## src/include/cfgfd_map.vh

```
`ifndef CFGFD_MAP_VH
`define CFGFD_MAP_VH

// ----------------------------------------------------------------
// configuration space addressing
// ----------------------------------------------------------------
`define CFGFD_ADDR_W 22
`define CFGFD_BASE_HI 18'h3_0000
`define CFGFD_ADDR_BOR 22'h30_0002
`define CFGFD_ADDR_WDT 22'h30_0003
`define CFGFD_ADDR_PIN 22'h30_0005
`define CFGFD_ADDR_CORE 22'h30_0006
`define CFGFD_ADDR_CP 22'h30_0008
`define CFGFD_ADDR_CPBE 22'h30_0009
`define CFGFD_ADDR_WP 22'h30_000A

// cell indices, low nibble of the byte address
`define CFGFD_IDX_BOR 4'h2
`define CFGFD_IDX_WDT 4'h3
`define CFGFD_IDX_PIN 4'h5
`define CFGFD_IDX_CORE 4'h6
`define CFGFD_IDX_CP 4'h8
`define CFGFD_IDX_CPBE 4'h9
`define CFGFD_IDX_WP 4'hA
`define CFGFD_IDX_FIRST 4'h2
`define CFGFD_IDX_LAST 4'hA

// ----------------------------------------------------------------
// implemented bit masks and unprogrammed values
// ----------------------------------------------------------------
`define CFGFD_MASK_BOR 8'h1F
`define CFGFD_MASK_WDT 8'h1F
`define CFGFD_MASK_PIN 8'h86
`define CFGFD_MASK_CORE 8'hF5
`define CFGFD_MASK_CP 8'h3F
`define CFGFD_MASK_CPBE 8'hC0
`define CFGFD_MASK_WP 8'h3F
`define CFGFD_DEF_BOR 8'h1F
`define CFGFD_DEF_WDT 8'h1F
`define CFGFD_DEF_PIN 8'h82
`define CFGFD_DEF_CORE 8'h85
`define CFGFD_DEF_CP 8'h3F
`define CFGFD_DEF_CPBE 8'hC0
`define CFGFD_DEF_WP 8'h3F

// ----------------------------------------------------------------
// field positions
// ----------------------------------------------------------------
`define CFGFD_BIT_POWERUP_TIMER 0
`define CFGFD_LSB_BORMODE 1
`define CFGFD_LSB_BORLEVEL 3
`define CFGFD_BIT_WDTON 0
`define CFGFD_LSB_WDTPS 1
`define CFGFD_BIT_RSTPIN 7
`define CFGFD_BIT_LPOSC 2
`define CFGFD_BIT_PBAD 1
`define CFGFD_BIT_DEBUG 7
`define CFGFD_BIT_XISA 6
`define CFGFD_BIT_BBHI 5
`define CFGFD_BIT_BBLO 4
`define CFGFD_BIT_SSP 2
`define CFGFD_BIT_STKRST 0
`define CFGFD_BIT_EEGUARD 7
`define CFGFD_BIT_BOOTGUARD 6

// ----------------------------------------------------------------
// mode codes, sizes and block boundaries
// ----------------------------------------------------------------
`define CFGFD_BOR_HW 2'h3
`define CFGFD_BOR_HW_AWAKE 2'h2
`define CFGFD_BOR_SW 2'h1
`define CFGFD_BOR_OFF 2'h0
`define CFGFD_BOOT_4K 13'h1000
`define CFGFD_BOOT_2K 13'h0800
`define CFGFD_BOOT_1K 13'h0400
`define CFGFD_BOOT_END 24'h00_07FF
`define CFGFD_BLOCK_LAST 3'h5

`endif

```

## src/hw/cfgfd_cell_store.v

```verilog
`include "cfgfd_map.vh"

// nonvolatile configuration cells, one byte per index, registered read
module cfgfd_cell_store (
  // clock and erase
  input wire clock,
  input wire eraseRstn,
  // write port
  input wire writeEn,
  input wire clearOnly,
  input wire [3:0] writeIdx,
  input wire [7:0] writeData,
  // read port
  input wire readEn,
  input wire [3:0] readIdx,
  output reg [7:0] readData
);

  reg [7:0] cells [0:15];
  integer i;

  // ----------------------------------------------------------------
  // unprogrammed contents
  // ----------------------------------------------------------------
  function [7:0] blankValue;
    input [3:0] idx;
    begin
      case (idx)
        `CFGFD_IDX_BOR: blankValue = `CFGFD_DEF_BOR;
        `CFGFD_IDX_WDT: blankValue = `CFGFD_DEF_WDT;
        `CFGFD_IDX_PIN: blankValue = `CFGFD_DEF_PIN;
        `CFGFD_IDX_CORE: blankValue = `CFGFD_DEF_CORE;
        `CFGFD_IDX_CP: blankValue = `CFGFD_DEF_CP;
        `CFGFD_IDX_CPBE: blankValue = `CFGFD_DEF_CPBE;
        `CFGFD_IDX_WP: blankValue = `CFGFD_DEF_WP;
        default: blankValue = 8'h00;
      endcase
    end
  endfunction

  // ----------------------------------------------------------------
  // cell array
  // ----------------------------------------------------------------
  // erase restores every cell; a clear-only write can drop bits, never raise them
  always @(posedge clock or negedge eraseRstn) begin
    if (!eraseRstn) begin
      for (i = 0; i < 16; i = i + 1) begin
        cells[i] <= blankValue(i[3:0]);
      end
    end else if (writeEn) begin
      if (clearOnly) begin
        cells[writeIdx] <= cells[writeIdx] & writeData;
      end else begin
        cells[writeIdx] <= writeData;
      end
    end
  end

  // read data stand one cycle, zero otherwise
  always @(posedge clock or negedge eraseRstn) begin
    if (!eraseRstn) begin
      readData <= 8'h00;
    end else if (readEn) begin
      readData <= cells[readIdx];
    end else begin
      readData <= 8'h00;
    end
  end

endmodule

```

## src/hw/cfgfd_guard_check.v

```verilog
`include "cfgfd_map.vh"

// maps a program memory address onto its protection block
module cfgfd_guard_check (
  // address under test
  input wire [23:0] progAddr,
  // active-high guards
  input wire [5:0] blockReadGuard,
  input wire bootReadGuard,
  input wire [5:0] blockWriteGuard,
  // verdicts
  output reg readBlocked,
  output reg writeBlocked
);

  wire [2:0] blockNum;
  wire inBoot;
  wire inBlocks;

  assign blockNum = progAddr[16:14];
  assign inBoot = (progAddr <= `CFGFD_BOOT_END);
  assign inBlocks = (progAddr[23:17] == 7'h00) && (blockNum <= `CFGFD_BLOCK_LAST);

  // boot block sits below block 0; blocks are 16 KB above it
  always @* begin
    readBlocked = 1'b0;
    writeBlocked = 1'b0;
    if (inBoot) begin
      readBlocked = bootReadGuard;
    end else if (inBlocks) begin
      readBlocked = blockReadGuard[blockNum];
      writeBlocked = blockWriteGuard[blockNum];
    end
  end

endmodule

```

## src/hw/cfgfd_decoder.v

```verilog
`include "cfgfd_map.vh"

// Overview of operation
// - brown-out mode 11 hardware only, 01 software bit, 00 off
// - brown-out mode 10 hardware only, suspended during sleep, software bit ignored
// - trip level from bits 4-3, 11 minimum, 00 maximum
// - power-up timer enable is active low in bit 0
// - power-up timer decoded independently of every brown-out field
// - watchdog postscale bits 4-1 give a divide by two to the field
// - watchdog bit 0 set forces watchdog on, clear defers to software enable
// - reset-pin bit 7 picks external reset or general input
// - bit 2 picks low-power or higher-power secondary timer oscillator
// - bit 1 sets port B analog or digital reset default
// - debug bit 7 active low, dedicates the two debug pins
// - bit 6 enables extended instruction set and indexed addressing
// - boot size 11 or 10 gives 4K, 01 2K, 00 1K words
// - bit 2 enables single-supply programming
// - bit 0 lets stack full or underflow reset the device
// - six read guards protect program blocks 0 to 5, active low
// - bit 7 guards data EEPROM, bit 6 guards addresses 0 to 7FFh whatever the boot size, active low
// - six write guards block writes to the same blocks, active low
// - unimplemented bits read back as zero
// - guard bits start at one, read back, and can only clear
// - cells read 0 programmed, 1 unprogrammed, from byte address 300000h
module cfgfd_decoder (
  // clock and resets
  input wire clock,
  input wire rstn,
  input wire powerOnRstn,
  // register port
  input wire [21:0] regAddr,
  input wire [7:0] regWriteData,
  input wire regWrite,
  input wire regRead,
  output wire [7:0] regReadData,
  // run-time inputs from the core
  input wire sleepMode,
  input wire swBrownoutEnable,
  input wire swWatchdogEnable,
  input wire [23:0] progAddr,
  // brown-out and power-up
  output reg brownoutResetActive,
  output reg [1:0] brownoutLevelSel,
  output reg swBrownoutHonoured,
  output reg powerupTimerEnable,
  // watchdog
  output reg [3:0] watchdogPostscaleSel,
  output reg [15:0] watchdogDivRatio,
  output reg watchdogRunning,
  // pins and oscillator
  output reg resetPinSelect,
  output reg altInputPinEnable,
  output reg lowPowerTmrOsc,
  output reg portbAnalogDefault,
  // core and debug
  output reg debuggerEnable,
  output reg extendedIsaEn,
  output reg [12:0] bootBlockWords,
  output reg singleSupplyProgEn,
  output reg stackFaultResetEn,
  // protection
  output reg [5:0] blockReadGuard,
  output reg eepromReadGuard,
  output reg bootReadGuard,
  output reg [5:0] blockWriteGuard,
  output reg progReadBlocked,
  output reg progWriteBlocked
);

  // ----------------------------------------------------------------
  // reset synchronisers
  // ----------------------------------------------------------------
  reg rstMeta;
  reg rstSync;
  reg porMeta;
  reg porSync;

  // device reset released through two flops
  always @(posedge clock or negedge rstn) begin
    if (!rstn) begin
      rstMeta <= 1'b0;
      rstSync <= 1'b0;
    end else begin
      rstMeta <= 1'b1;
      rstSync <= rstMeta;
    end
  end

  // power-on reset released through two flops
  always @(posedge clock or negedge powerOnRstn) begin
    if (!powerOnRstn) begin
      porMeta <= 1'b0;
      porSync <= 1'b0;
    end else begin
      porMeta <= 1'b1;
      porSync <= porMeta;
    end
  end

  // ----------------------------------------------------------------
  // address decode helpers
  // ----------------------------------------------------------------
  function cellMapped;
    input [21:0] addr;
    begin
      cellMapped = 1'b0;
      if (addr[21:4] == `CFGFD_BASE_HI) begin
        case (addr[3:0])
          `CFGFD_IDX_BOR, `CFGFD_IDX_WDT, `CFGFD_IDX_PIN, `CFGFD_IDX_CORE,
          `CFGFD_IDX_CP, `CFGFD_IDX_CPBE, `CFGFD_IDX_WP: cellMapped = 1'b1;
          default: cellMapped = 1'b0;
        endcase
      end
    end
  endfunction

  function [7:0] implMask;
    input [3:0] idx;
    begin
      case (idx)
        `CFGFD_IDX_BOR: implMask = `CFGFD_MASK_BOR;
        `CFGFD_IDX_WDT: implMask = `CFGFD_MASK_WDT;
        `CFGFD_IDX_PIN: implMask = `CFGFD_MASK_PIN;
        `CFGFD_IDX_CORE: implMask = `CFGFD_MASK_CORE;
        `CFGFD_IDX_CP: implMask = `CFGFD_MASK_CP;
        `CFGFD_IDX_CPBE: implMask = `CFGFD_MASK_CPBE;
        `CFGFD_IDX_WP: implMask = `CFGFD_MASK_WP;
        default: implMask = 8'h00;
      endcase
    end
  endfunction

  function isGuardCell;
    input [3:0] idx;
    begin
      isGuardCell = (idx == `CFGFD_IDX_CP) || (idx == `CFGFD_IDX_CPBE) ||
                    (idx == `CFGFD_IDX_WP);
    end
  endfunction

  // ----------------------------------------------------------------
  // cell store access
  // ----------------------------------------------------------------
  reg [3:0] scanIdx;
  reg [3:0] scanIdxD;
  reg scanValidD;
  wire inDeviceReset;
  wire busHit;
  wire storeWrite;
  wire storeRead;
  wire [3:0] storeReadIdx;
  wire [7:0] storeWriteData;
  wire [7:0] cellData;

  assign inDeviceReset = ~rstSync;
  assign busHit = cellMapped(regAddr);
  // bus is served only outside device reset; scan owns the read port then
  assign storeWrite = regWrite & busHit & rstSync;
  assign storeRead = inDeviceReset | (regRead & busHit);
  assign storeReadIdx = inDeviceReset ? scanIdx : regAddr[3:0];
  // unimplemented bits are stored as zero so they read back as zero
  assign storeWriteData = regWriteData & implMask(regAddr[3:0]);
  // unmapped reads answer zero because the store clears its output
  assign regReadData = cellData;

  cfgfd_cell_store cellStore (
    .clock(clock),
    .eraseRstn(porSync),
    .writeEn(storeWrite),
    .clearOnly(isGuardCell(regAddr[3:0])),
    .writeIdx(regAddr[3:0]),
    .writeData(storeWriteData),
    .readEn(storeRead),
    .readIdx(storeReadIdx),
    .readData(cellData)
  );

  // ----------------------------------------------------------------
  // reset-time scan of the cells
  // ----------------------------------------------------------------
  // walk indices 2h to Ah, unmapped 4h and 7h included, repeatedly while the device is held in reset
  always @(posedge clock or negedge porSync) begin
    if (!porSync) begin
      scanIdx <= `CFGFD_IDX_FIRST;
      scanIdxD <= `CFGFD_IDX_FIRST;
      scanValidD <= 1'b0;
    end else begin
      scanIdxD <= scanIdx;
      scanValidD <= inDeviceReset;
      if (!inDeviceReset || scanIdx == `CFGFD_IDX_LAST) begin
        scanIdx <= `CFGFD_IDX_FIRST;
      end else begin
        scanIdx <= scanIdx + 4'h1;
      end
    end
  end

  // ----------------------------------------------------------------
  // shadow copies of the cells
  // ----------------------------------------------------------------
  reg [7:0] borCfg;
  reg [7:0] wdtCfg;
  reg [7:0] pinCfg;
  reg [7:0] coreCfg;
  reg [7:0] cpCfg;
  reg [7:0] cpbeCfg;
  reg [7:0] wpCfg;

  // shadows change only while the device is in reset
  always @(posedge clock or negedge porSync) begin
    if (!porSync) begin
      borCfg <= `CFGFD_DEF_BOR;
      wdtCfg <= `CFGFD_DEF_WDT;
      pinCfg <= `CFGFD_DEF_PIN;
      coreCfg <= `CFGFD_DEF_CORE;
      cpCfg <= `CFGFD_DEF_CP;
      cpbeCfg <= `CFGFD_DEF_CPBE;
      wpCfg <= `CFGFD_DEF_WP;
    end else if (scanValidD && inDeviceReset) begin
      case (scanIdxD)
        `CFGFD_IDX_BOR: borCfg <= cellData;
        `CFGFD_IDX_WDT: wdtCfg <= cellData;
        `CFGFD_IDX_PIN: pinCfg <= cellData;
        `CFGFD_IDX_CORE: coreCfg <= cellData;
        `CFGFD_IDX_CP: cpCfg <= cellData;
        `CFGFD_IDX_CPBE: cpbeCfg <= cellData;
        `CFGFD_IDX_WP: wpCfg <= cellData;
        default: borCfg <= borCfg;
      endcase
    end
  end

  // ----------------------------------------------------------------
  // field decode
  // ----------------------------------------------------------------
  wire [1:0] brownoutModeSel;
  wire [3:0] postscaleField;
  wire [1:0] bootSizeField;
  wire progReadHit;
  wire progWriteHit;
  reg next_brownoutResetActive;
  reg [12:0] next_bootBlockWords;

  assign brownoutModeSel = borCfg[`CFGFD_LSB_BORMODE +: 2];
  assign postscaleField = wdtCfg[`CFGFD_LSB_WDTPS +: 4];
  assign bootSizeField = {coreCfg[`CFGFD_BIT_BBHI], coreCfg[`CFGFD_BIT_BBLO]};

  // brown-out reset request from the mode field
  always @* begin
    case (brownoutModeSel)
      `CFGFD_BOR_HW: next_brownoutResetActive = 1'b1;
      `CFGFD_BOR_HW_AWAKE: next_brownoutResetActive = ~sleepMode;
      `CFGFD_BOR_SW: next_brownoutResetActive = swBrownoutEnable;
      `CFGFD_BOR_OFF: next_brownoutResetActive = 1'b0;
      default: next_brownoutResetActive = 1'b0;
    endcase
  end

  // boot block size in words
  always @* begin
    case (bootSizeField)
      2'h3, 2'h2: next_bootBlockWords = `CFGFD_BOOT_4K;
      2'h1: next_bootBlockWords = `CFGFD_BOOT_2K;
      2'h0: next_bootBlockWords = `CFGFD_BOOT_1K;
      default: next_bootBlockWords = `CFGFD_BOOT_1K;
    endcase
  end

  cfgfd_guard_check guardCheck (
    .progAddr(progAddr),
    .blockReadGuard(~cpCfg[5:0]),
    .bootReadGuard(~cpbeCfg[`CFGFD_BIT_BOOTGUARD]),
    .blockWriteGuard(~wpCfg[5:0]),
    .readBlocked(progReadHit),
    .writeBlocked(progWriteHit)
  );

  // ----------------------------------------------------------------
  // registered settings
  // ----------------------------------------------------------------
  // every setting is a flop fed from the shadows or run-time inputs; cleared until power-on release, except watchdogDivRatio at 1 and bootBlockWords at 1K
  always @(posedge clock or negedge porSync) begin
    if (!porSync) begin
      brownoutResetActive <= 1'b0;
      brownoutLevelSel <= 2'h0;
      swBrownoutHonoured <= 1'b0;
      powerupTimerEnable <= 1'b0;
      watchdogPostscaleSel <= 4'h0;
      watchdogDivRatio <= 16'h0001;
      watchdogRunning <= 1'b0;
      resetPinSelect <= 1'b0;
      altInputPinEnable <= 1'b0;
      lowPowerTmrOsc <= 1'b0;
      portbAnalogDefault <= 1'b0;
      debuggerEnable <= 1'b0;
      extendedIsaEn <= 1'b0;
      bootBlockWords <= `CFGFD_BOOT_1K;
      singleSupplyProgEn <= 1'b0;
      stackFaultResetEn <= 1'b0;
      blockReadGuard <= 6'h00;
      eepromReadGuard <= 1'b0;
      bootReadGuard <= 1'b0;
      blockWriteGuard <= 6'h00;
      progReadBlocked <= 1'b0;
      progWriteBlocked <= 1'b0;
    end else begin
      brownoutResetActive <= next_brownoutResetActive;
      brownoutLevelSel <= borCfg[`CFGFD_LSB_BORLEVEL +: 2];
      swBrownoutHonoured <= (brownoutModeSel == `CFGFD_BOR_SW);
      powerupTimerEnable <= ~borCfg[`CFGFD_BIT_POWERUP_TIMER];
      watchdogPostscaleSel <= postscaleField;
      watchdogDivRatio <= 16'h0001 << postscaleField;
      watchdogRunning <= wdtCfg[`CFGFD_BIT_WDTON] | swWatchdogEnable;
      resetPinSelect <= pinCfg[`CFGFD_BIT_RSTPIN];
      altInputPinEnable <= ~pinCfg[`CFGFD_BIT_RSTPIN];
      lowPowerTmrOsc <= pinCfg[`CFGFD_BIT_LPOSC];
      portbAnalogDefault <= pinCfg[`CFGFD_BIT_PBAD];
      debuggerEnable <= ~coreCfg[`CFGFD_BIT_DEBUG];
      extendedIsaEn <= coreCfg[`CFGFD_BIT_XISA];
      bootBlockWords <= next_bootBlockWords;
      singleSupplyProgEn <= coreCfg[`CFGFD_BIT_SSP];
      stackFaultResetEn <= coreCfg[`CFGFD_BIT_STKRST];
      blockReadGuard <= ~cpCfg[5:0];
      eepromReadGuard <= ~cpbeCfg[`CFGFD_BIT_EEGUARD];
      bootReadGuard <= ~cpbeCfg[`CFGFD_BIT_BOOTGUARD];
      blockWriteGuard <= ~wpCfg[5:0];
      progReadBlocked <= progReadHit;
      progWriteBlocked <= progWriteHit;
    end
  end

endmodule

```

## config.mk

```make
export PLATFORM = sky130hd
export DESIGN_NAME = cfgfd_decoder
export DESIGN_NICKNAME = d
export VERILOG_FILES = /design/src/hw/cfgfd_cell_store.v /design/src/hw/cfgfd_guard_check.v /design/src/hw/cfgfd_decoder.v
export VERILOG_INCLUDE_DIRS = /design/src /design/src/include
export SDC_FILE = /design/constraint.sdc
export NUM_CORES = 1
export LEC_CHECK = 0
export ABC_CLOCK_PERIOD_IN_PS = 10600
export BUFFER_PORTS_ARGS = -buffer_cell sky130_fd_sc_hd__buf_4
export CORE_ASPECT_RATIO = 1.5
export CORE_MARGIN = 5
export CORE_UTILIZATION = 52
export CTS_CLUSTER_SIZE = 12
export DETAILED_ROUTE_END_ITERATION = 10
export PLACE_DENSITY = 0.81
export SKIP_CTS_REPAIR_TIMING = 1
export SLEW_MARGIN = 0
export SYNTH_ARGS = -nofsm -noshare
export SYNTH_HDL_FRONTEND = slang
export SYNTH_SLANG_ARGS = --single-unit
```

## constraint.sdc

```tcl
create_clock -name clock -period 10.6 [get_ports clock]
set_input_delay 1.06 -clock clock [delete_from_list [all_inputs] [get_ports clock]]
set_output_delay 1.06 -clock clock [all_outputs]
set_load 0.005 [all_outputs]
```

# Word level (Yosys, flattened, before mapping)
# Cells that the tools add are included.
word_totals:
  regBits: 258
  output_inout_bits: 71
  word_cells: 148
classes:
  shifts: 1
  n_addsub: 1
  bitwise: 18
  order_cmp: 6
  mux: 27
  n_reduce_logical: 20
  n_eq_ne: 22
ops:
  columns: ["cell", "count"]
  rows:
  - ["$bwmux W128", 2]
  - ["$mux W128", 1]
  - ["$bmux W8 S4", 2]
  - ["$mux W8", 6]
  - ["$pmux W8 S5", 1]
  - ["$pmux W13 S3", 1]
  - ["$demux W8 S4", 1]
  - ["$eq A4 B4 Y1 const B", 7]
  - ["$le A24 B11 Y1 const B", 1]
  - ["$eq A18 B18 Y1 const B", 1]
  - ["$and A8 B8 Y8", 2]
  - ["$eq A4 B2 Y1 const B", 4]
  - ["$eq A4 B3 Y1 const B", 4]
  - ["$shl A1 B4 Y16 const A", 1]
  - ["$reduce_and A2 Y1", 7]
  - ["$not A6 Y6", 2]
  - ["$ge A5 B5 Y1 const B", 2]
  - ["$not A4 Y5", 2]
  - ["$eq A2 B2 Y1 const B", 4]
  - ["$mux W1", 8]
  - ["$mux W4", 2]
  - ["$logic_not A7 Y1", 1]
  - ["$not A1 Y1", 7]
  - ["$reduce_or A7 Y1", 1]
  - ["other kinds (13)", 25]

# Depth between registers and ports, before layout
# Gate-level depths: netlist of run 1.
depth:
  ltp_word: 7
  mapped_depth: 8
  ltp_nobuf: 6

# Cells and area by module
# From an unflattened synthesis of run 1, not the netlist that was laid out.
hier_totals:
  cells_unflattened: 927
  area_unflattened_um2: 11203.2
modules_own_cells:
  columns: ["mod", "seq_area_each_um2", "cells_per_inst", "area_each_um2", "n_inst"]
  rows:
  - ["cfgfd_cell_store", 3439.5, 633, 7278.2, 1]
  - ["cfgfd_decoder", 2518.7, 273, 3756.1, 1]
  - ["cfgfd_guard_check", 0.0, 21, 168.9, 1]

# Worst setup path after synthesis of run 1
# Ideal clock, no wire load.
synth_path:
  kind: "input to register"
  start: "input regAddr[2]"
  end: "register cellStore.cells[87] in the netlist's numbering"
  path_slack_ps: 7991
  stages: 7
  setup_time_ps: 82
  required_ps: 10518
  n_path_buf: 2
  arrival_ps: 2527
  cell_sequence: "clkbuf_1 > nor2_2 > o2111a_2 > nand4_2 > or3_1 > buf_2 > mux2_4"
synth_between:
  elab_chain_len: 7
  word_cells_on_any_way: 31
synth_rtl:
  columns: ["element", "line_no", "source"]
  rows:
  - ["start: declaration", "cfgfd_decoder.v:31", "input wire [21:0] regAddr,"]
  - ["$not A4 Y5 (not written as such) (tied with other cells)", "cfgfd_cell_store.v:52, cfgfd_cell_store.v:54", null]
  - ["$ge A5 B5 Y1 (not written as such) (tied with other cells)", "cfgfd_cell_store.v:52, cfgfd_cell_store.v:54", null]
  - ["$logic_and A1 B1 Y1 (not written as such) (tied with other cells)", "cfgfd_cell_store.v:52, cfgfd_cell_store.v:54", null]
  - ["$mux W8 (not written as such) (tied with other cells)", "cfgfd_cell_store.v:52, cfgfd_cell_store.v:54", null]
  - ["$demux W8 S4 / $and A8 B8 Y8 (equally long branches)", "cfgfd_cell_store.v:52, cfgfd_cell_store.v:54", null]
  - ["$bwmux W128 (on tied branches)", "cfgfd_cell_store.v:54, cfgfd_cell_store.v:52", null]
  - ["$mux W128", "cfgfd_cell_store.v:51", "if (clearOnly) begin"]
  - ["end signal: indexed assignment", "cfgfd_cell_store.v:48", "cells[i] <= blankValue(i[3:0]);"]
  - ["end signal: indexed assignment", "cfgfd_cell_store.v:52", "cells[writeIdx] <= cells[writeIdx] & writeData;"]
  - ["end signal: indexed assignment", "cfgfd_cell_store.v:54", "cells[writeIdx] <= writeData;"]
  - ["end: declaration", "cfgfd_cell_store.v:19", "reg [7:0] cells [0:15];"]
# Several ways; a longest one is shown, not always the timed one. The select of a mux whose other input is x is not followed.
# A chain may end at the register's enable or synchronous reset.

# Worst setup path in the final report of run 1
layout_path:
  start: "input regAddr[0]"
  end: "register cellStore.readData[7]"
layout_between:
  elab_chain_len: 7
  word_cells_on_any_way: 18
layout_rtl:
  columns: ["element", "line_no", "source"]
  rows:
  - ["$eq A4 B4 Y1 (tied with other cells)", "cfgfd_decoder.v:108", "case (addr[3:0])"]
  - ["$reduce_or A7 Y1", "cfgfd_decoder.v:108", null]
  - ["$mux W1", "cfgfd_decoder.v:108", null]
  - ["$mux W1", "cfgfd_decoder.v:107", "if (addr[21:4] == `CFGFD_BASE_HI) begin"]
  - ["$and A1 B1 Y1", "cfgfd_decoder.v:159", "assign storeRead = inDeviceReset | (regRead & busHit);"]
  - ["$or A1 B1 Y1", "cfgfd_decoder.v:159", null]
  - ["$mux W8 *", "cfgfd_cell_store.v:63", "end else if (readEn) begin"]
  - ["end signal: assignment", "cfgfd_cell_store.v:64", "readData <= cells[readIdx];"]
  - ["end: declaration", "cfgfd_cell_store.v:16", "output reg [7:0] readData"]
# Every way passes the cells marked *; elsewhere a longest branch is shown, timed or not. The select of a mux whose other input is x is not followed.

==> run_results.csv, run 1 <==
group,metric,value,unit
outcome,status,"finished, final reports clean",
clock_tree,htreeDepth,1,
worst_setup_path,r2r_start,"rstSync",
yosys,ys_top_cells_by_count,"dfrtp_1 (173), nand2_1 (164), clkbuf_1 (96)",
timing,relSlewSlack,0.2795,
clock_tree,cts.path.max_buffers,3,
clock_tree,cts-root-buf,"clkbuf_16",
power_and_ir_drop,p_switching,0.4645,mW
clock_tree,clk_latency,0.50,ns
clock_tree,clock_sink_count,235,
yosys,synthFlopType,"dfrtp_1",
power_and_ir_drop,clkPwrFrac,0.378,
die,dieArea,21380,um^2
cells_and_area,antenna_cells,0,
yosys,ys_ff_latch,235,
power_and_ir_drop,internal_power,1.478,mW
yosys,yosysWarnings,0,
cells_and_area,final_nets,989,
detailed_routing,drc,0,
worst_setup_path,crit_path_cell_trace,"buf_4, nand2_1, o2111a_2, and3_1, a32oi_1, o22ai_1",
yosys,synth_edf_count,0,
power_and_ir_drop,comb_power_share,0.104,
cells_and_area,layout-drive-gt1-share,0.2763,
worst_setup_path,criticalPathCategory,"in2reg",
power_and_ir_drop,vdd.ir_drop.worst,0.1037,mV
worst_setup_path,critPathSlowestCell,"a32oi_1",
worst_setup_path,setup.worst_path.start,"regAddr[0]",
yosys,syn_area,9620,um^2
timing,period_share,0.2689,
yosys,synth_cells,894,
timing,finalClockSkew,0.01433,ns
clock_tree,clkTransAtPathRegs,0.06,ns
yosys,synthDistinctLibCells,56,
power_and_ir_drop,powerDensity,176.3,nW/um^2
detailed_routing,vias,6361,
timing,worst_pin_slew,1.077,ns
timing,fin_ws,7.750,ns
timing,max_freq,350.9,MHz
timing,slew_violations,0,
placement,dp_hpwl,14120,um
clock_tree,cts_made_buffers,23,
timing,rsz0062_at_grt,"no",
die,start_util,0.5230,
worst_setup_path,cp.arrival,3.18,ns
global_route,grt_pass1_vias,6494,
worst_setup_path,r2r_setup_slack,7.78,ns
placement,pre_cts_ws,7.249,ns
run,maxCapViolCount,0,
yosys,ys_seq_area_frac,0.6193,
yosys,synth_top_area_share,0.4500,
die,die_y,176.6,um
worst_setup_path,reg2reg_to,"cellStore.readData[3]",
detailed_routing,via_per_inst,5.332,
worst_setup_path,r2r_cells,5,
detailed_routing,wirelength,20190,um
placement,portBuffers,111,
detailed_routing,drtAntennaViolNets,0,
global_route,gr-total-overflow,0,
timing,final.min_clock_period,2.850,ns
yosys,syn_area_per_cell,10.76,um^2
worst_setup_path,crit_path_end,"cellStore.readData[7]",
die,core_area,18390,um^2
yosys,synthTopCellsByArea,"dfrtp_1 (45%), dfstp_2 (17%), nand2_1 (6.4%), mux2_2 (4.7%), clkbuf_1 (3.7%)",
yosys,synth_most_common_cell,"dfrtp_1",
global_route,track_usage,0.1913,
detailed_routing,routed_wire_length_per_instance,16.92,um
global_route,antenna_found_initial,0,
yosys,synthArstFlopShare,1.000,
worst_setup_path,cp-end-kind,"flip-flop",
worst_setup_path,max_stage_delay,0.71,ns
die,die_w,121.1,um
detailed_routing,drt_iter0_drc,616,
cells_and_area,synthToLayoutAreaGrowth,14.57,%
yosys,synth_top_area_cell,"dfrtp_1",
die,rows,61,
power_and_ir_drop,seqPwrFrac,0.518,
hold_path,hold_path_class,"reg2async",
global_route,grt_max_degree,191,
placement,gp_congestion,0.8858,
worst_setup_path,startpoint_type,"input pin",
timing,setup_violations,0,
die,ios,133,
power_and_ir_drop,switching_share,0.2391,
timing,tns,0,ns
timing,timing.hold.ws,0.3045,ns
worst_setup_path,cp_data_required_time,10.93,ns
detailed_routing,firstDrtPassIters,5,
worst_setup_path,worst-path-max-fanout,29,
power_and_ir_drop,cellLeakagePower,4.915,nW
global_route,grt_pass1_wl,33160,um
timing,hold_viol_final,0,
clock_tree,cts_tree,"yes",
==> state kept, by name, indices dropped and copies added (netlist names), 5 cells and up <==
signal / cells
cellStore.cells: 128
cellStore.readData: 8
cpCfg: 6
coreCfg: 6
blockReadGuard: 6
wdtCfg: 5
blockWriteGuard: 6
wpCfg: 6
watchdogDivRatio: 16
borCfg: 5
==> stage by stage <==
step	total power, mW	util	area (um^2)	instances
global placement	1.219	0.5632	10360	1152
floorplan	1.120	-	9658	904
global route	2.020	0.5992	11020	1193
finish	1.943	0.5992	11020	1193
CTS	1.959	0.5992	11020	1193
detailed placement	1.226	0.5632	10360	1152
==> kinds of logic (layout without fill, tap and decap cells) <==
group / count (synthesis) / in the layout / share of synthesized area
other cells: 2 / 12 / 0.0007806
fa+ha+maj: 2 / 2 / 0.002601
mux: 62 / 62 / 0.07998
compound gates: 82 / 82 / 0.05397
flops: 235 / 235 / 0.6193
simple gates: 367 / 367 / 0.1822
buf+inv: 144 / 181 / 0.06113
==> power by group through the flow <==
| stage | combinational [mW] | sequential (mW) | clock, mW |
|---|---|---|---|
| floorplan | 0.0979 | 1.02 | 0 |
| global placement | 0.199 | 1.02 | 0 |
| detailed placement | 0.203 | 1.02 | 0 |
| CTS | 0.204 | 1.01 | 0.747 |
| global route | 0.222 | 1.01 | 0.784 |
| finish | 0.202 | 1.01 | 0.734 |
==> per-layer routing <==
layer,up-vias,global-route usage,share of wire
li1,3013,-,-
met1,3084,0.2307,0.39
met2,214,0.3408,0.52
met3,50,0.02981,0.054
met4,0,0.07703,0.036
met5,-,0,0
==> cell type report <==
type	instances	area (um^2)
multi-input cells	525	3115
clock buffers	41	663.1
well taps	252	315.3
inverters	26	97.59
fillers	1454	7372
repair buffers	114	868.3
flip-flops and latches	235	5962
==> cells in the final DEF (no fill, tap or decap), types with 7 or more instances in the layout <==
cell,synthesis,final
and2_1,24,24
o21ai_0,27,27
dfstp_2,62,62
mux2i_1,11,10
o22ai_1,11,11
mux4_2,7,7
a21oi_1,12,12
clkbuf_1,96,16
nand2_1,164,164
buf_4,11,113
inv_1,26,26
nand3_1,70,70
conb_1,2,12
clkbuf_16,0,23
nand2b_1,10,10
mux2_2,40,40
nor2_1,29,29
nor3_1,13,13
nand4_1,20,20
dfrtp_1,173,172
==> worst max-delay path, delay by kind of cell <==
kind                   cells  cell delay (ns)
AND/OR/NAND/NOR            2             0.45
AO/OA/AOI/OAI              3             1.32
buffers and inverters      1             0.33
==> worst min-delay path by stage <==
stage | to | start | slack [ns] | cells past startpoint
floorplan | porSync | porMeta | 0.33 | 0
global placement | cellStore.cells[69] | porSync | 0.32 | 0
detailed placement | cellStore.cells[70] | porSync | 0.32 | 0
CTS | rstMeta | rstn | 0.32 | 1
global route | porSync | powerOnRstn | 0.32 | 1
finish | cellStore.cells[69] | porSync | 0.30 | 0
Note: power is estimated with default switching activity, not from simulation.
==> run 2, diff against run 1 <==
--- a/config.mk
+++ b/config.mk
@@ -6,14 +6,14 @@
 export SDC_FILE = /design/constraint.sdc
 export NUM_CORES = 1
 export LEC_CHECK = 0
-export ABC_CLOCK_PERIOD_IN_PS = 10600
+export ABC_CLOCK_PERIOD_IN_PS = 2460
 export BUFFER_PORTS_ARGS = -buffer_cell sky130_fd_sc_hd__buf_4
 export CORE_ASPECT_RATIO = 1.5
 export CORE_MARGIN = 5
 export CORE_UTILIZATION = 52
 export CTS_CLUSTER_SIZE = 12
 export DETAILED_ROUTE_END_ITERATION = 10
-export PLACE_DENSITY = 0.81
+export PLACE_DENSITY = 0.84
 export SKIP_CTS_REPAIR_TIMING = 1
 export SLEW_MARGIN = 0
 export SYNTH_ARGS = -nofsm -noshare
==> constraint.sdc (replaced) <==
create_clock -name clock -period 2.46 [get_ports clock]
set_input_delay 0.246 -clock clock [delete_from_list [all_inputs] [get_ports clock]]
set_output_delay 0.246 -clock clock [all_outputs]
set_load 0.005 [all_outputs]
==> run 2 against run 1 <==
Effect of this change:
- the run now ends with negative hold slack left
- sequential share of layout area down 1.2 points
- clock power rose to 4.3 times the previous value
- hold slack worse by 0.31 ns
- die area unchanged
- largest power group unchanged
- via count up 4.4%
- combinational power rose to 4.6 times the previous value
- critical path type is now reg2reg
- highest routed layer unchanged
- first-iteration DRC count down 19%
- setup slack worse by 7.3 ns
- non-clock buffer count up 28
- register-to-register slack worse by 7.4 ns
- routed wire length up 8.0%
- global-route usage up 1.2 points
==> run_results.csv, run 2 (synthesis gave the netlist of run 1 again) <==
group,metric,value,unit
detailed_routing,drt_iter0_drc,497,
detailed_routing,routed_wire_length_per_instance,17.86,um
run,maxCapViolCount,0,
placement,dp.cells,1174,
clock_tree,clkTransAtPathRegs,0.06,ns
global_route,gr-total-overflow,0,
timing,max_freq,489.8,MHz
clock_tree,cts-root-buf,"clkbuf_16",
worst_setup_path,cp_data_required_time,2.86,ns
power_and_ir_drop,switching_share,0.2451,
placement,place_area,10560,um^2
cells_and_area,layoutNonFillerInstCount,1221,
worst_setup_path,worst-path-max-fanout,8,
global_route,track_usage,0.2031,
cells_and_area,layout_common_cells,"dfrtp_1 (172), nand2_1 (164), buf_4 (132), nand3_1 (70), dfstp_2 (62)",
die,die_w,121.1,um
power_and_ir_drop,powerDensity,749.2,nW/um^2
timing,timing.hold.ws,-0.009348,ns
outcome,violations,"negative hold slack",
timing,worst_pin_slew,0.7428,ns
detailed_routing,drc,0,
worst_setup_path,setup.worst_path.start,"rstSync",
global_route,grt_max_degree,53,
worst_setup_path,criticalPathCategory,"reg2reg",
timing,relSlewSlack,0.5048,
placement,gp_congestion,0.8341,
cells_and_area,layout-drive-gt1-share,0.2910,
clock_tree,clk_latency,0.51,ns
cells_and_area,reg.largest.list,"cellStore.cells x128, watchdogDivRatio x16, cellStore.readData x8",
global_route,antenna_found_initial,0,
outcome,status,"complete, but fails checks",
die,ios,133,
worst_setup_path,max_stage_delay,0.65,ns
detailed_routing,wirelength,21810,um
clock_tree,clock_sink_count,235,
die,core_area,18390,um^2
power_and_ir_drop,seqPwrFrac,0.513,
timing,hold_viol_final,2,
timing,rsz0062_at_grt,"no",
cells_and_area,synthToLayoutAreaGrowth,17.25,%
timing,final.min_clock_period,2.042,ns
cells_and_area,top_register,"cellStore.cells",
timing,period_share,0.8300,
hold_path,hold_path_class,"in2reg",
die,start_util,0.5230,
worst_setup_path,crit_buf_inv,0,
timing,tns,0,ns
timing,setup_violations,0,
global_route,grt_pass1_wl,34640,um
power_and_ir_drop,comb_power_share,0.111,
cells_and_area,antenna_cells,0,
cells_and_area,layout_commonest_cell,"dfrtp_1",
die,rows,61,
die,dieArea,21380,um^2
worst_setup_path,startpoint_type,"flip-flop",
timing,slew_violations,0,
hold_path,min_from,"regWriteData[7]",
power_and_ir_drop,cellLeakagePower,5.057,nW
cells_and_area,seq_area,5962,um^2
detailed_routing,via_per_inst,5.437,
worst_setup_path,cp-end-kind,"flip-flop",
power_and_ir_drop,vdd.ir_drop.worst,0.4515,mV
cells_and_area,fillers,1399,
clock_tree,cts.path.max_buffers,3,
clock_tree,cts_tree,"yes",
clock_tree,htreeDepth,1,
cells_and_area,final_area,11280,um^2
detailed_routing,drtAntennaViolNets,0,
power_and_ir_drop,clkPwrFrac,0.376,
cells_and_area,largest_reg_flops,128,
power_and_ir_drop,p_switching,2.071,mW
placement,dp_hpwl,15270,um
detailed_routing,vias,6639,
clock_tree,cts_made_buffers,23,
cells_and_area,final_nets,1017,
cells_and_area,multi_input_area,3115,um^2
placement,portBuffers,111,
die,die_y,176.6,um
worst_setup_path,critical_path.top_delay_family,"simple AND/OR/NAND/NOR gates",
worst_setup_path,critPathSlowestCell,"or4_1",
worst_setup_path,r2r_start,"rstSync",
worst_setup_path,crit_path_cell_trace,"nor4b_2, o2111a_2, nand4_2, or4_1, and2_1",
detailed_routing,firstDrtPassIters,6,
power_and_ir_drop,internal_power,6.380,mW
worst_setup_path,cp.arrival,2.44,ns
timing,finalClockSkew,0.01005,ns
global_route,grt_pass1_vias,6775,
-- run 2: cell count changes in the layout (fill, tap and decap cells not counted) --
cell,before,now
inv_6,0,1
dlygate4sd3_1,0,6
buf_12,1,4
buf_4,113,132
clkbuf_8,2,1
-- run 2: per-stage QoR --
step	hold WS [ns]	total power [mW]	utilization	setup WS (ns)
floorplan	-0.04959	4.825	-	0.1414
global placement	0.02894	5.286	0.5742	0.2843
detailed placement	0.03214	5.329	0.5742	0.2976
CTS	-0.5003	8.486	0.6100	0.4123
global route	0.001217	8.773	0.6132	0.2853
finish	-0.009348	8.451	0.6132	0.4182
-- run 2: per-layer routing --
metal | global-route usage | wire length [um]
met1 | 0.2374 | 8113
met3 | 0.03045 | 1249
met4 | 0.08979 | 847
met5 | 0 | 0
met2 | 0.3665 | 11600
-- run 2: worst paths after layout --
| kind | to | slack, ns | cells past startpoint |
|---|---|---|---|
| min | cellStore.cells[55] | -0.009 | 2 |
| max in group asynchronous | borCfg[2] | 1.29 | 1 |
| min reg2reg | porSync | 0.35 | 0 |
| max reg2reg | cellStore.cells[51] | 0.42 | 5 |
| min in group asynchronous | porSync | 0.06 | 2 |
| max | cellStore.cells[51] | 0.42 | 5 |
-- run 2: power groups by stage --
| stage | Combinational, mW | Clock, mW | Sequential [mW] |
|---|---|---|---|
| 6_report | 0.936 | 3.18 | 4.34 |
| 5_1_grt | 1.02 | 3.39 | 4.37 |
| 4_1_cts | 0.933 | 3.21 | 4.34 |
| 3_5_place_dp | 0.924 | 0 | 4.40 |
| 3_3_place_gp | 0.897 | 0 | 4.39 |
| 2_1_floorplan | 0.422 | 0 | 4.40 |
-- run 2: final cells by class --
class / instances / area share
repair buffers: 142 / 0.1003
multi-input cells: 525 / 0.2762
well taps: 252 / 0.02795
clock inverters: 1 / 0.0007765
clock buffers: 40 / 0.05757
inverters: 26 / 0.008652
flip-flops and latches: 235 / 0.5286
==> run 3, diff against run 2 <==
--- a/config.mk
+++ b/config.mk
@@ -6,14 +6,14 @@
 export SDC_FILE = /design/constraint.sdc
 export NUM_CORES = 1
 export LEC_CHECK = 0
-export ABC_CLOCK_PERIOD_IN_PS = 2460
+export ABC_CLOCK_PERIOD_IN_PS = 2000
 export BUFFER_PORTS_ARGS = -buffer_cell sky130_fd_sc_hd__buf_4
 export CORE_ASPECT_RATIO = 1.5
 export CORE_MARGIN = 5
 export CORE_UTILIZATION = 52
 export CTS_CLUSTER_SIZE = 12
 export DETAILED_ROUTE_END_ITERATION = 10
-export PLACE_DENSITY = 0.84
+export PLACE_DENSITY = 0.81
 export SKIP_CTS_REPAIR_TIMING = 1
 export SLEW_MARGIN = 0
 export SYNTH_ARGS = -nofsm -noshare
==> constraint.sdc (replaced) <==
create_clock -name clock -period 2 [get_ports clock]
set_input_delay 0.2 -clock clock [delete_from_list [all_inputs] [get_ports clock]]
set_output_delay 0.2 -clock clock [all_outputs]
set_load 0.005 [all_outputs]
==> run 3 against run 2 <==
Effect of this change:
- the flow still finishes with violations (negative hold slack)
- clock power grew 22%
- clock skew is 0.0030 ns higher
- sequential share of layout area decreased by 1.1 points
- total power up 23%
- core utilization up 1.3 points
- combinational power rose by 31%
- highest routed layer unchanged
==> run_results.csv, run 3 (synthesis gave the netlist of run 1 again) <==
group,metric,value,unit
outcome,status,"complete, but fails checks",
outcome,violations,"negative hold slack",
cells_and_area,seq_area,5962,um^2
cells_and_area,final_nets,1040,
timing,hold_viol_final,2,
placement,portBuffers,111,
detailed_routing,wirelength,21760,um
cells_and_area,largest_reg_flops,128,
timing,worst_pin_slew,0.5266,ns
cells_and_area,top_register,"cellStore.cells",
cells_and_area,layout_commonest_cell,"dfrtp_1",
global_route,track_usage,0.2036,
detailed_routing,routed_wire_length_per_instance,17.48,um
die,dieArea,21380,um^2
global_route,grt_max_degree,78,
run,maxCapViolCount,0,
worst_setup_path,reg2reg_to,"cellStore.cells[49]",
global_route,grt_pass1_wl,35000,um
worst_setup_path,critPathSlowestCell,"or4_4",
power_and_ir_drop,vdd.ir_drop.worst,0.5410,mV
timing,tns,0,ns
power_and_ir_drop,powerDensity,903.9,nW/um^2
detailed_routing,firstDrtPassIters,5,
hold_path,hold_depth,3,
hold_path,hold_path_class,"in2reg",
worst_setup_path,cp.arrival,2.29,ns
timing,setup_violations,0,
hold_path,min_from,"regWriteData[4]",
worst_setup_path,r2r_start,"rstSync",
worst_setup_path,cp_data_required_time,2.39,ns
cells_and_area,layout-drive-gt1-share,0.3031,
clock_tree,cts.path.max_buffers,3,
die,start_util,0.5230,
global_route,gr-total-overflow,0,
timing,slew_violations,0,
power_and_ir_drop,cellLeakagePower,5.184,nW
clock_tree,clock_sink_count,235,
power_and_ir_drop,power,10.41,mW
global_route,grt_pass1_vias,6840,
clock_tree,cts_tree,"yes",
cells_and_area,fillers,1433,
worst_setup_path,max_stage_delay,0.52,ns
timing,finalClockSkew,0.01303,ns
detailed_routing,drtAntennaViolNets,0,
worst_setup_path,r2r_cells,5,
die,die_w,121.1,um
cells_and_area,layout_common_cells,"dfrtp_1 (172), nand2_1 (164), buf_4 (145), nand3_1 (70), dfstp_2 (62)",
worst_setup_path,r2r_setup_slack,0.10,ns
detailed_routing,vias,6666,
detailed_routing,drt_iter0_drc,461,
placement,gp_congestion,0.9088,
cells_and_area,reg.largest.list,"cellStore.cells x128, watchdogDivRatio x16, cellStore.readData x8",
clock_tree,htreeDepth,1,
timing,max_freq,527.6,MHz
clock_tree,clkTransAtPathRegs,0.06,ns
detailed_routing,drc,0,
cells_and_area,multi_input_area,3128,um^2
cells_and_area,antenna_cells,0,
clock_tree,clk_latency,0.51,ns
hold_path,min_to,"cellStore.cells[44]",
timing,timing.hold.ws,-0.03396,ns
die,ios,133,
timing,final.min_clock_period,1.895,ns
die,die_y,176.6,um
die,core_area,18390,um^2
worst_setup_path,startpoint_type,"flip-flop",
worst_setup_path,crit_path_cell_trace,"nor4b_2, o2111a_2, nand4_2, or4_4, and2_1",
timing,period_share,0.9477,
worst_setup_path,worst-path-max-fanout,8,
detailed_routing,via_per_inst,5.354,
clock_tree,cts_made_buffers,23,
clock_tree,cts-root-buf,"clkbuf_16",
placement,dp_hpwl,15080,um
die,rows,61,
cells_and_area,synthToLayoutAreaGrowth,19.69,%
worst_setup_path,criticalPathCategory,"reg2reg",
global_route,antenna_found_initial,0,
timing,relSlewSlack,0.6489,
worst_setup_path,cp-end-kind,"flip-flop",
-- run 3: area by class of cell --
cell class | instances | share of cell area
sequential | 235 | 0.5178
multi-input combinational | 525 | 0.2717
timing repair buffer | 165 | 0.1180
clock buffer | 40 | 0.05553
tap | 252 | 0.02738
inverter | 26 | 0.008475
clock inverter | 2 | 0.001195
-- run 3: worst max-delay path by stage --
stage / from / to / cells past startpoint
after floorplan: porSync / altInputPinEnable / 0
after global placement: regAddr[14] / cellStore.cells[87] / 6
after detailed placement: rstSync / cellStore.cells[87] / 5
after CTS: rstSync / cellStore.cells[87] / 5
after global routing: rstSync / cellStore.cells[48] / 5
final: rstSync / cellStore.cells[49] / 5
-- run 3: worst max-delay path, delay by kind of cell (launching register included) --
kind | cells | cell delay, ns
AO/OA/AOI/OAI | 1 | 0.26
flip-flops | 1 | 0.40
AND/OR/NAND/NOR | 4 | 1.12
-- run 3: where the power goes --
| part | internal [mW] | total, mW | switching [mW] |
|---|---|---|---|
| registers | 5.12 | 5.31 | 0.197 |
| logic | 0.587 | 1.23 | 0.639 |
| clock network | 2.16 | 3.87 | 1.71 |
| total | 7.86 | 10.4 | 2.54 |
-- run 3: metal layers --
metal | track usage | wire length, um
met5 | 0 | 0
met4 | 0.07798 | 722
met2 | 0.3607 | 11530
met1 | 0.2502 | 8309
met3 | 0.03013 | 1204
-- run 3: through the flow --
step	utilization	instances	instance area, um^2	setup WS, ns	hold slack (ns)
CTS	0.6183	1232	11370	0.01540	-0.5436
global route	0.6260	1245	11510	-0.005727	0.01477
floorplan	-	904	9662	-0.3186	-0.09559
finish	0.6260	1245	11510	0.1045	-0.03396
detailed placement	0.5827	1190	10720	0.01575	-0.01583
global placement	0.5827	1190	10720	0.05573	-0.01603
